==> src/design/ubc_defs.vh <==
// Register offsets, field positions, reset values and access codes for the break-condition block.
`ifndef UBC_DEFS_VH
`define UBC_DEFS_VH

// ****************************************************************
// Register byte offsets
// ****************************************************************
`define UBC_OFS_ADDR6   12'h000
`define UBC_OFS_MASK6   12'h004
`define UBC_OFS_COND6   12'h008
`define UBC_OFS_ADDR7   12'h00C
`define UBC_OFS_MASK7   12'h010
`define UBC_OFS_COND7   12'h014
`define UBC_OFS_FLAGS   12'h018

// ****************************************************************
// Reset values
// ****************************************************************
`define UBC_RST_ADDR    32'h00000000
`define UBC_RST_MASK    32'h00000000
`define UBC_RST_COND    16'h0000

// ****************************************************************
// Cycle condition field layout
// ****************************************************************
`define UBC_COND_WMASK  16'h27FF
`define UBC_IRQ_DIS_BIT 13
`define UBC_MST_HI      10
`define UBC_MST_LO      8
`define UBC_BUS_HI      7
`define UBC_BUS_LO      6
`define UBC_FD_HI       5
`define UBC_FD_LO       4
`define UBC_DIR_HI      3
`define UBC_DIR_LO      2
`define UBC_SZ_HI       1
`define UBC_SZ_LO       0

// ****************************************************************
// Field encodings
// ****************************************************************
`define UBC_SEL_OFF     2'h0
`define UBC_BUS_IBUS    2'h2
`define UBC_SZ_BYTE     2'h1
`define UBC_SZ_WORD     2'h2
`define UBC_SZ_LONG     2'h3
`define UBC_MST_CPU     2'h0
`define UBC_MST_DMA     2'h1
`define UBC_MST_ADMA    2'h2

`endif

==> src/design/ubc_break_cond.v <==
// Break-condition registers and bus-cycle comparators for channels 6 and 7, with an APB slave.
//
// The implementer's own choices: the register offsets and the APB register port.
`timescale 1ns/100ps
`default_nettype none
`include "ubc_defs.vh"

// How it works
// - Channel 6 address register, cleared at reset.
// - Bus-select picks C bus or I bus address.
// - C fetch compares fetch bus; I compares internal.
// - C data access compares memory access bus.
// - Mask bit one excludes that address bit.
// - Channel 6 mask register, cleared at reset.
// - Channel 6 cycle register, 16 bits, cleared.
// - Bit 13 suppresses the break interrupt request.
// - Bits 15,14,12,11 read zero, ignore writes.
// - Master field gates I-bus masters; C is CPU.
// - Bus-select: off, C, I, C.
// - Access type: off, fetch, data, either.
// - Direction: off, read, write, both.
// - Size: any, byte, word, longword.
// - Channel 7 address register, own bus select.
// - Channel 7 mask register, same mask meaning.
// - Channel 7 cycle register, same layout as 6.
// - C bus match sets flag; software writes zero.
module ubc_break_cond (
  // Clock and reset
  input  wire        clk_sys_i,
  input  wire        resetn_i,
  // APB slave
  input  wire        psel_i,
  input  wire        penable_i,
  input  wire        pwrite_i,
  input  wire [11:0] paddr_i,
  input  wire [31:0] pwdata_i,
  output wire        pready_o,
  output wire        pslverr_o,
  output reg  [31:0] prdata_o,
  // C bus, fetch side
  input  wire        fetch_valid_i,
  input  wire [31:0] fetch_address_bus_i,
  input  wire [1:0]  fetch_size_i,
  // C bus, data side
  input  wire        mem_valid_i,
  input  wire [31:0] memory_access_address_bus_i,
  input  wire        mem_write_i,
  input  wire [1:0]  mem_size_i,
  // I bus
  input  wire        ibus_valid_i,
  input  wire [31:0] internal_address_bus_i,
  input  wire        ibus_write_i,
  input  wire        ibus_fetch_i,
  input  wire [1:0]  ibus_size_i,
  input  wire [1:0]  ibus_master_i,
  // Break results, channel 6 in bit 0 and channel 7 in bit 1
  output reg  [1:0]  break_match_o,
  output reg  [1:0]  break_irq_req_o,
  output wire [1:0]  cbus_match_flag_o
);

  // ****************************************************************
  // Register file
  // ****************************************************************
  reg  [31:0] break_address_ch6;
  reg  [31:0] break_address_mask_ch6;
  reg  [15:0] break_cycle_condition_ch6;
  reg  [31:0] break_address_ch7;
  reg  [31:0] break_address_mask_ch7;
  reg  [15:0] break_cycle_condition_ch7;
  reg  [1:0]  cbus_match_flag;

  wire        wr_en;
  wire        addr_hit;
  wire [1:0]  cbus_hit;
  wire [1:0]  any_hit;
  wire [1:0]  irq_dis;

  // Zero wait states: the access phase always completes in one cycle.
  assign pready_o  = 1'b1;
  assign addr_hit  = (paddr_i == `UBC_OFS_ADDR6) || (paddr_i == `UBC_OFS_MASK6) ||
                     (paddr_i == `UBC_OFS_COND6) || (paddr_i == `UBC_OFS_ADDR7) ||
                     (paddr_i == `UBC_OFS_MASK7) || (paddr_i == `UBC_OFS_COND7) ||
                     (paddr_i == `UBC_OFS_FLAGS);
  assign pslverr_o = psel_i & penable_i & ~addr_hit;
  assign wr_en     = psel_i & penable_i & pwrite_i;
  assign cbus_match_flag_o = cbus_match_flag;

  // Sleep mode is not seen here; registers keep contents until reset.
  always @(posedge clk_sys_i or negedge resetn_i) begin
    if (!resetn_i) begin
      break_address_ch6         <= `UBC_RST_ADDR;
      break_address_mask_ch6    <= `UBC_RST_MASK;
      break_cycle_condition_ch6 <= `UBC_RST_COND;
      break_address_ch7         <= `UBC_RST_ADDR;
      break_address_mask_ch7    <= `UBC_RST_MASK;
      break_cycle_condition_ch7 <= `UBC_RST_COND;
    end else if (wr_en) begin
      case (paddr_i)
        `UBC_OFS_ADDR6: begin
          break_address_ch6 <= pwdata_i;
        end
        `UBC_OFS_MASK6: begin
          break_address_mask_ch6 <= pwdata_i;
        end
        `UBC_OFS_COND6: begin
          break_cycle_condition_ch6 <= pwdata_i[15:0] & `UBC_COND_WMASK;
        end
        `UBC_OFS_ADDR7: begin
          break_address_ch7 <= pwdata_i;
        end
        `UBC_OFS_MASK7: begin
          break_address_mask_ch7 <= pwdata_i;
        end
        `UBC_OFS_COND7: begin
          break_cycle_condition_ch7 <= pwdata_i[15:0] & `UBC_COND_WMASK;
        end
        default: begin
        end
      endcase
    end
  end

  // ****************************************************************
  // Match flags
  // ****************************************************************
  // A write of 0 clears a flag, a write of 1 keeps it; a hit in the same cycle wins.
  always @(posedge clk_sys_i or negedge resetn_i) begin
    if (!resetn_i) begin
      cbus_match_flag <= 2'h0;
    end else if (wr_en && (paddr_i == `UBC_OFS_FLAGS)) begin
      cbus_match_flag <= (cbus_match_flag & pwdata_i[1:0]) | cbus_hit;
    end else begin
      cbus_match_flag <= cbus_match_flag | cbus_hit;
    end
  end

  // ****************************************************************
  // Read path
  // ****************************************************************
  always @(posedge clk_sys_i or negedge resetn_i) begin
    if (!resetn_i) begin
      prdata_o <= 32'h00000000;
    end else if (psel_i && !penable_i && !pwrite_i) begin
      case (paddr_i)
        `UBC_OFS_ADDR6: begin
          prdata_o <= break_address_ch6;
        end
        `UBC_OFS_MASK6: begin
          prdata_o <= break_address_mask_ch6;
        end
        `UBC_OFS_COND6: begin
          prdata_o <= {16'h0000, break_cycle_condition_ch6};
        end
        `UBC_OFS_ADDR7: begin
          prdata_o <= break_address_ch7;
        end
        `UBC_OFS_MASK7: begin
          prdata_o <= break_address_mask_ch7;
        end
        `UBC_OFS_COND7: begin
          prdata_o <= {16'h0000, break_cycle_condition_ch7};
        end
        `UBC_OFS_FLAGS: begin
          prdata_o <= {30'h00000000, cbus_match_flag};
        end
        default: begin
          prdata_o <= 32'h00000000;
        end
      endcase
    end
  end

  // ****************************************************************
  // Per-channel comparators
  // ****************************************************************
  // The fetch address LSB is compared as stored, so a set LSB hits only a fetch whose address LSB is also set.
  genvar ch;
  generate
    for (ch = 0; ch < 2; ch = ch + 1) begin : g_chan
      wire [31:0] brk_addr;
      wire [31:0] brk_mask;
      wire [15:0] cond;
      wire [2:0]  ibus_master_select;
      wire [1:0]  bus_side_select;
      wire [1:0]  fetch_or_data_select;
      wire [1:0]  direction_select;
      wire [1:0]  operand_size_select;
      wire        all_on;
      wire        sel_ibus;
      wire        fetch_hit;
      wire        data_hit;
      wire        ibus_hit;
      wire        ibus_mst_ok;

      assign brk_addr = (ch == 0) ? break_address_ch6 : break_address_ch7;
      assign brk_mask = (ch == 0) ? break_address_mask_ch6 : break_address_mask_ch7;
      assign cond     = (ch == 0) ? break_cycle_condition_ch6 : break_cycle_condition_ch7;
      assign ibus_master_select   = cond[`UBC_MST_HI:`UBC_MST_LO];
      assign bus_side_select      = cond[`UBC_BUS_HI:`UBC_BUS_LO];
      assign fetch_or_data_select = cond[`UBC_FD_HI:`UBC_FD_LO];
      assign direction_select     = cond[`UBC_DIR_HI:`UBC_DIR_LO];
      assign operand_size_select  = cond[`UBC_SZ_HI:`UBC_SZ_LO];

      assign all_on = (bus_side_select != `UBC_SEL_OFF) &&
                      (fetch_or_data_select != `UBC_SEL_OFF) &&
                      (direction_select != `UBC_SEL_OFF);
      assign sel_ibus = (bus_side_select == `UBC_BUS_IBUS);

      // Fetches are reads on the C bus, issued by the CPU only.
      assign fetch_hit = fetch_valid_i && fetch_or_data_select[0] && direction_select[0] &&
                         (((fetch_address_bus_i ^ brk_addr) & ~brk_mask) == 32'h00000000) &&
                         ((operand_size_select == `UBC_SEL_OFF) ||
                          (operand_size_select == fetch_size_i));
      assign data_hit  = mem_valid_i && fetch_or_data_select[1] &&
                         (mem_write_i ? direction_select[1] : direction_select[0]) &&
                         (((memory_access_address_bus_i ^ brk_addr) & ~brk_mask) ==
                          32'h00000000) &&
                         ((operand_size_select == `UBC_SEL_OFF) ||
                          (operand_size_select == mem_size_i));
      assign ibus_mst_ok = ((ibus_master_i == `UBC_MST_CPU)  && ibus_master_select[0]) ||
                           ((ibus_master_i == `UBC_MST_DMA)  && ibus_master_select[1]) ||
                           ((ibus_master_i == `UBC_MST_ADMA) && ibus_master_select[2]);
      assign ibus_hit  = ibus_valid_i && ibus_mst_ok &&
                         (ibus_fetch_i ? fetch_or_data_select[0] : fetch_or_data_select[1]) &&
                         (ibus_write_i ? direction_select[1] : direction_select[0]) &&
                         (((internal_address_bus_i ^ brk_addr) & ~brk_mask) == 32'h00000000) &&
                         ((operand_size_select == `UBC_SEL_OFF) ||
                          (operand_size_select == ibus_size_i));

      assign cbus_hit[ch] = all_on && !sel_ibus && (fetch_hit || data_hit);
      assign any_hit[ch]  = all_on && (sel_ibus ? ibus_hit : (fetch_hit || data_hit));
      assign irq_dis[ch]  = cond[`UBC_IRQ_DIS_BIT];
    end
  endgenerate

  // ****************************************************************
  // Registered results
  // ****************************************************************
  // Both channels share one process so that each result vector has a single driver.
  always @(posedge clk_sys_i or negedge resetn_i) begin
    if (!resetn_i) begin
      break_match_o   <= 2'h0;
      break_irq_req_o <= 2'h0;
    end else begin
      break_match_o   <= any_hit;
      break_irq_req_o <= any_hit & ~irq_dis;
    end
  end

endmodule
`default_nettype wire

==> config.mk <==
export PLATFORM = sky130hd
export DESIGN_NAME = ubc_break_cond
export DESIGN_NICKNAME = d
export VERILOG_FILES = /design/src/design/ubc_break_cond.v
export VERILOG_INCLUDE_DIRS = /design/src /design/src/design
export SDC_FILE = /design/constraint.sdc
export NUM_CORES = 1
export LEC_CHECK = 0
export BUFFER_PORTS_ARGS = -buffer_cell sky130_fd_sc_hd__clkbuf_2
export CAP_MARGIN = 20
export CORE_ASPECT_RATIO = 0.75
export CORE_MARGIN = 3
export CORE_UTILIZATION = 30
export DETAILED_ROUTE_END_ITERATION = 8
export GPL_ROUTABILITY_DRIVEN = 1
export HOLD_SLACK_MARGIN = 0.05
export PLACE_DENSITY = 0.48
export RECOVER_POWER = 50
export SYNTH_ARGS = -nofsm -noshare
export SYNTH_HDL_FRONTEND = slang
export SYNTH_SLANG_ARGS = --single-unit
==> constraint.sdc <==
create_clock -name clk_sys_i -period 2.2 [get_ports clk_sys_i]
set_clock_uncertainty 0.05 [all_clocks]
set_input_delay 0.22 -clock clk_sys_i [delete_from_list [all_inputs] [get_ports clk_sys_i]]
set_output_delay 0.22 -clock clk_sys_i [all_outputs]
set_load 0.05 [all_outputs]
Word level (Yosys, flattened, before mapping):

Cells that the tools add are included.

* register bits: 190
* latch bits: 0
* bits in writable memories: 0
* bits in read-only memories: 0
* bits of input ports: 159
* output and inout bits: 40
* logic and storage cells: 148
* memories kept: 0

* $add $sub $neg: 0
* $mul: 0
* divide/modulo/power cells: 0
* magnitude comparators: 0
* equality and inequality tests: 16
* shift operators: 0
* mux-type cells: 10
* bitwise gates (word level): 23
* reduce and logical (&&, ||, !) cells: 89

Operator list (number)
* $pmux 32 s7: 1
* $and 32x32->32: 6
* $logic_not 32->1: 6
* $xor 32x32->32: 6
* $not 32->32: 2
* $logic_and 1x1->1: 45
* $eq 12x5->1 const B: 3
* $eq 12x4->1 const B: 2
* $logic_or 1x1->1: 18
* $eq 12x3->1 const B: 1
* $eq 2x2->1: 6
* $logic_not 12->1: 1
* $reduce_and 2->1: 6
* $reduce_bool 2->1: 6
* $mux 1: 8
* $eq 2x2->1 const B: 3
* $logic_not 2->1: 3
* $and 2x2->2: 2
* $logic_not 1->1: 4
* $or 2x2->2: 2
* $and 1x1->1: 3
* $eq 2x1->1 const B: 1
* $mux 2: 1
* $not 2->2: 1
* $not 1->1: 1

Depth between registers and ports, before layout:

* word-level depth: 12
* gate-level depth with buffers: 9
* gate-level depth less buffers: 6

Worst setup path after synthesis:

No wires, ideal clock.

* path kind: input port to flip-flop
* start point: input port paddr_i[9]
* end point: register break_address_mask_ch7[10]
* library setup time: 0.125 ns
* arrival: 1.743 ns
* setup slack: 0.282 ns
* stages: 9
* buffers on the path: 4
* cell sequence: nor4_4 and3_1 buf_4 and3_1 buf_4 and2_4 buf_6 buf_12 mux2_4

* word-level cells in the longest chain between the ends: 2

Ends and longest elaborated chain
* from (decl): RTL line ubc_break_cond.v:35 `input wire [11:0] paddr_i,`
* $eq 12x5->1: RTL line ubc_break_cond.v:99 `case (paddr_i)`
* $reduce_and 2->1 (no line)
* to (signal assigned): RTL line ubc_break_cond.v:96 `` break_address_mask_ch7 <= `UBC_RST_MASK; ``
* to (signal assigned): RTL line ubc_break_cond.v:113 `break_address_mask_ch7 <= pwdata_i;`
* to (decl): RTL line ubc_break_cond.v:69 `reg [31:0] break_address_mask_ch7;`

No other way between the ends.
A chain may end at the register's enable or synchronous reset.

Worst setup path after layout:

* start point: register break_address_ch6[29]
* end point: register cbus_match_flag[0], in the netlist cbus_match_flag_o[0]

* word-level cells in the longest chain between the ends: 9
* elaborated cells on any way between the ends: 15
* classes of those cells: mux: 1; bitwise: 6; reduce/logical: 8

Ends and longest elaborated chain
* from (decl): RTL line ubc_break_cond.v:65 `reg [31:0] break_address_ch6;`
* from (signal assigned): RTL line ubc_break_cond.v:92 `` break_address_ch6 <= `UBC_RST_ADDR; ``
* from (signal assigned): RTL line ubc_break_cond.v:101 `break_address_ch6 <= pwdata_i;`
* $xor 32x32->32 (on tied branches): RTL line ubc_break_cond.v:212, ubc_break_cond.v:217
* $and 32x32->32 (on tied branches): RTL line ubc_break_cond.v:212, ubc_break_cond.v:217
* $logic_not 32->1 (on tied branches): RTL line ubc_break_cond.v:212, ubc_break_cond.v:217
* $logic_and 1x1->1 (on tied branches): RTL line ubc_break_cond.v:211, ubc_break_cond.v:216
* $logic_and 1x1->1 (on tied branches): RTL line ubc_break_cond.v:211, ubc_break_cond.v:215
* $logic_or 1x1->1 (*): RTL line ubc_break_cond.v:231 `assign cbus_hit[ch] = all_on && !sel_ibus && (fetch_hit || data_hit);`
* $logic_and 1x1->1 (*): RTL line ubc_break_cond.v:231
* $or 2x2->2 (on tied branches): RTL line ubc_break_cond.v:134, ubc_break_cond.v:132
* $mux 2 (*): RTL line ubc_break_cond.v:131 `` end else if (wr_en && (paddr_i == `UBC_OFS_FLAGS)) begin ``
* to (signal assigned): RTL line ubc_break_cond.v:132 `cbus_match_flag <= (cbus_match_flag & pwdata_i[1:0]) | cbus_hit;`
* to (signal assigned): RTL line ubc_break_cond.v:134 `cbus_match_flag <= cbus_match_flag | cbus_hit;`
* to (decl): RTL line ubc_break_cond.v:71 `reg [1:0] cbus_match_flag;`

Mark *: on every way between the ends. The rest lies on a longest branch, timed or not.

==> run_summary.xml <==
<?xml version="1.0" encoding="UTF-8"?>
<metrics>
  <group name="clocking">
    <metric name="cts_tree" unit="">done</metric>
    <metric name="max_clock_buf_depth" unit="">2</metric>
    <metric name="cts.sink_count" unit="">190</metric>
    <metric name="cts-buffers-inserted" unit="">17</metric>
    <metric name="post_cts.repair.setup_buffers" unit="">0</metric>
    <metric name="clkLatencyLatePin" unit="ns">0.47</metric>
    <metric name="cts_max_level" unit="">4</metric>
    <metric name="root_cell_of_the_clock_tree" unit="">clkbuf_16</metric>
    <metric name="clk_pin_slew_worst_paths" unit="ns">0.08</metric>
  </group>
  <group name="final_layout">
    <metric name="multi_input_area" unit="mm^2">0.00614</metric>
    <metric name="final_net_count" unit="">1448</metric>
    <metric name="num_antenna_cells" unit="">0</metric>
    <metric name="layout_common_cells" unit="">xnor2_1 (192), dfrtp_1 (190), clkbuf_2 (182), buf_4 (103), mux2_1 (83)</metric>
    <metric name="filler_cell_count" unit="">3657</metric>
    <metric name="flow.area_growth_from_synthesis" unit="%">28.9</metric>
    <metric name="drive_gt1_share" unit="%">32.4</metric>
    <metric name="sequential_cell_area" unit="mm^2">0.00475</metric>
    <metric name="layout.cells.most_common" unit="">xnor2_1</metric>
  </group>
  <group name="logic_synthesis">
    <metric name="synth_cell_type_count" unit="">51</metric>
    <metric name="post-synth-top-area-fraction" unit="%">42.5</metric>
    <metric name="synthDominantAreaCellType" unit="">dfrtp_1</metric>
    <metric name="yosys_most_used_dff" unit="">dfrtp_1</metric>
    <metric name="post_synth_main_area_contributors" unit="">dfrtp_1 (42%), xnor2_1 (15%), mux2_1 (8.4%)</metric>
    <metric name="synth-warning-count" unit="">0</metric>
    <metric name="yosysSeqAreaShare" unit="%">42.5</metric>
    <metric name="mappedNetlistNets" unit="">1125</metric>
    <metric name="synth-edff-count" unit="">0</metric>
    <metric name="synth_area" unit="mm^2">0.0112</metric>
    <metric name="async_reset_ff_share" unit="%">100</metric>
    <metric name="syn-mean-instance-area" unit="um^2">11.6</metric>
    <metric name="netlist_instances" unit="">966</metric>
    <metric name="number_of_synthesized_register_bits" unit="">190</metric>
  </group>
  <group name="drt">
    <metric name="dr.pass1.iters" unit="">5</metric>
    <metric name="drt_iter0_markers" unit="">1108</metric>
    <metric name="drc_errors" unit="">0</metric>
    <metric name="routed_vias_inst" unit="">5.45</metric>
    <metric name="route.final.wire_length" unit="um">51700</metric>
    <metric name="route.vias.total" unit="">9790</metric>
    <metric name="final_ant_viol_nets" unit="">0</metric>
    <metric name="wire_per_inst" unit="um">28.8</metric>
  </group>
  <group name="setup_path">
    <metric name="setup.worst_path.end_class" unit="">register</metric>
    <metric name="critical_path_buffer_and_inverter_count" unit="">1</metric>
    <metric name="timing.critical_path.cells" unit="">xnor2_1 &gt; o2111ai_1 &gt; nor4_1 &gt; nand3_1 &gt; o32a_1 &gt; buf_4 &gt; nand2_1</metric>
    <metric name="worst_path_dominant_cell_family" unit="">simple AND/OR/NAND/NOR gates</metric>
    <metric name="slowest_delay" unit="ns">0.47</metric>
    <metric name="cpMaxStageDelayCell" unit="">dfrtp_1</metric>
    <metric name="timing.critical_path.required" unit="ns">2.56</metric>
    <metric name="worstSetupStartpointType" unit="">register</metric>
    <metric name="arrival" unit="ns">2.46</metric>
    <metric name="worst-setup-path-type" unit="">register to register</metric>
    <metric name="cp_max_fo" unit="">5</metric>
  </group>
  <group name="status">
    <metric name="result_of_the_run" unit="">finished, final reports clean</metric>
  </group>
  <group name="die">
    <metric name="start_util" unit="%">30.8</metric>
    <metric name="dieHeight" unit="um">173</metric>
    <metric name="design.portCount" unit="">199</metric>
    <metric name="die_area" unit="mm^2">0.0397</metric>
    <metric name="coreArea" unit="mm^2">0.0363</metric>
    <metric name="rows" unit="">60</metric>
    <metric name="die-width" unit="um">229</metric>
  </group>
  <group name="sta">
    <metric name="final_hold_viol_count" unit="">0</metric>
    <metric name="worst_slew_pin_slew" unit="ns">1.34</metric>
    <metric name="fin_worst_hold_slack" unit="ns">0.0677</metric>
    <metric name="finalWorstPathRequiredPeriod" unit="ns">2.10</metric>
    <metric name="report.final.slew_viol_count" unit="">0</metric>
    <metric name="setup_viol_count_final" unit="">0</metric>
    <metric name="tightest_slew_margin_relative_to_the_limit" unit="%">10.4</metric>
    <metric name="grt_setup_unrepaired" unit="">false</metric>
    <metric name="setup-tns-final" unit="ns">0</metric>
    <metric name="max_freq" unit="MHz">475</metric>
    <metric name="final.period_utilization" unit="%">95.6</metric>
  </group>
  <group name="placed_design">
    <metric name="io_buffers" unit="">197</metric>
    <metric name="place_congestion" unit="">1.04</metric>
    <metric name="dp_hpwl" unit="um">41400</metric>
  </group>
  <group name="pwr">
    <metric name="leakagePower" unit="nW">6.54</metric>
    <metric name="fin_total_pwr" unit="mW">7.61</metric>
    <metric name="vdd.ir_drop.worst" unit="mV">0.491</metric>
    <metric name="power.density" unit="mW/mm^2">528</metric>
  </group>
  <group name="worst_hold_path">
    <metric name="worstHoldPathType" unit="">input pin to register</metric>
  </group>
  <group name="grt">
    <metric name="vias_in_the_first_global_route" unit="">9760</metric>
    <metric name="largest_net_degree_at_the_start_of_global_routing" unit="">47</metric>
    <metric name="grt_antenna_before_repair" unit="">1</metric>
    <metric name="gr-total-overflow" unit="">0</metric>
    <metric name="grtUsageTotal" unit="%">25.8</metric>
    <metric name="wire_length_of_the_first_global_routing_pass" unit="um">72800</metric>
  </group>
  <group name="job">
    <metric name="maxCapViolations" unit="">0</metric>
  </group>
</metrics>
[where the power goes]
| group | total, mW | leakage (nW) | switching (mW) | internal, mW |
|---|---|---|---|---|
| sequential | 3.50 | 2.66 | 0.00590 | 3.49 |
| clock | 3.24 | 0.282 | 1.55 | 1.70 |
| combinational | 0.874 | 3.60 | 0.530 | 0.344 |
| total | 7.61 | 6.54 | 2.08 | 5.53 |
[logic make-up after synthesis]
| kind of cell | after synthesis | share of synthesized area [%] |
|---|---|---|
| buffers and inverters | 49 | 2.78 |
| AND/OR/NAND/NOR | 142 | 6.25 |
| other | 1 | 0.0335 |
| AO/OA/AOI/OAI | 221 | 13.5 |
| multiplexers | 171 | 20.0 |
| flip-flops | 190 | 42.5 |
| XOR/XNOR | 192 | 15.0 |
[flip-flops by register name (all words and copies together), names as in the netlist]
signal / count
break_address_ch6: 32
break_address_ch7: 32
break_address_mask_ch6: 32
break_address_mask_ch7: 32
prdata_o: 32
break_cycle_condition_ch6: 12
break_cycle_condition_ch7: 12
break_irq_req_o: 2
break_match_o: 2
cbus_match_flag_o: 2
[layer usage]
layer | up-vias | track usage (%) | wire (um)
li1 | 4239 | - | -
met3 | 45 | 8.52 | 5420
met4 | 2 | 4.15 | 662
met2 | 518 | 36.8 | 21600
met5 | - | 1.56 | 82
met1 | 4986 | 38.2 | 23900
[synth_stat cells, types with 2 or more instances]
master / instances
nor3_1: 5
nor4_1: 13
o221ai_1: 4
nor2_1: 39
mux2_2: 13
o22a_1: 2
buf_2: 9
and2_1: 2
o21ba_2: 2
nand2_1: 42
mux2_1: 83
o32ai_1: 2
inv_1: 8
o21ai_0: 30
o21ai_1: 17
mux4_2: 8
and3_1: 6
mux2_4: 60
dfrtp_1: 190
nand3_1: 9
a22o_1: 20
nor2b_1: 4
mux2i_1: 7
buf_12: 3
clkbuf_1: 15
or4_1: 2
buf_4: 8
nand4_1: 10
xnor2_1: 192
a222oi_1: 10
nand2b_1: 3
a21oi_1: 17
o32a_1: 2
o2111ai_1: 4
o22ai_1: 82
a221oi_1: 24
buf_6: 5
[path summary, 6_finish.rpt]
check	from	endpoint	slack, ns	depth (start not counted)
hold / removal	pwdata_i[6]	break_cycle_condition_ch7[6]	0.07	2
setup / recovery	break_address_ch6[29]	cbus_match_flag_o[0]	0.1	7
hold reg to reg	prdata_o[21]	prdata_o[21]	0.43	2
min in group asynchronous	resetn_i	prdata_o[12]	0.54	2
setup reg to reg	break_address_ch6[29]	cbus_match_flag_o[0]	0.1	7
max in group asynchronous	resetn_i	prdata_o[31]	0.29	3
[final cells by class]
class | instances | area share [%]
clock buffer | 18 | 2.98
clock inverter | 13 | 1.08
inverter | 8 | 0.208
multi-input combinational | 727 | 42.6
sequential | 190 | 33.0
tap | 496 | 4.30
timing repair buffer | 345 | 15.9
[what timing repair did]
item                                   4_1_cts  5_1_grt
resized for setup                            0        2
endpoints found under the hold margin      175        0
setup endpoints to repair                    0        2
hold buffers                                28        0
[through the flow]
stage	cells	instance area, um^2	utilization, %	worst slack (ns)
after global routing	1797	14400	39.7	0.0140
after floorplan	966	11200	-	0.282
after detailed placement	1738	13600	37.4	0.00173
final	1797	14400	39.7	0.0963
after global placement	1738	13600	37.4	0.0478
after CTS	1797	14500	39.8	0.0660
Power figures use the tool's default switching activity.
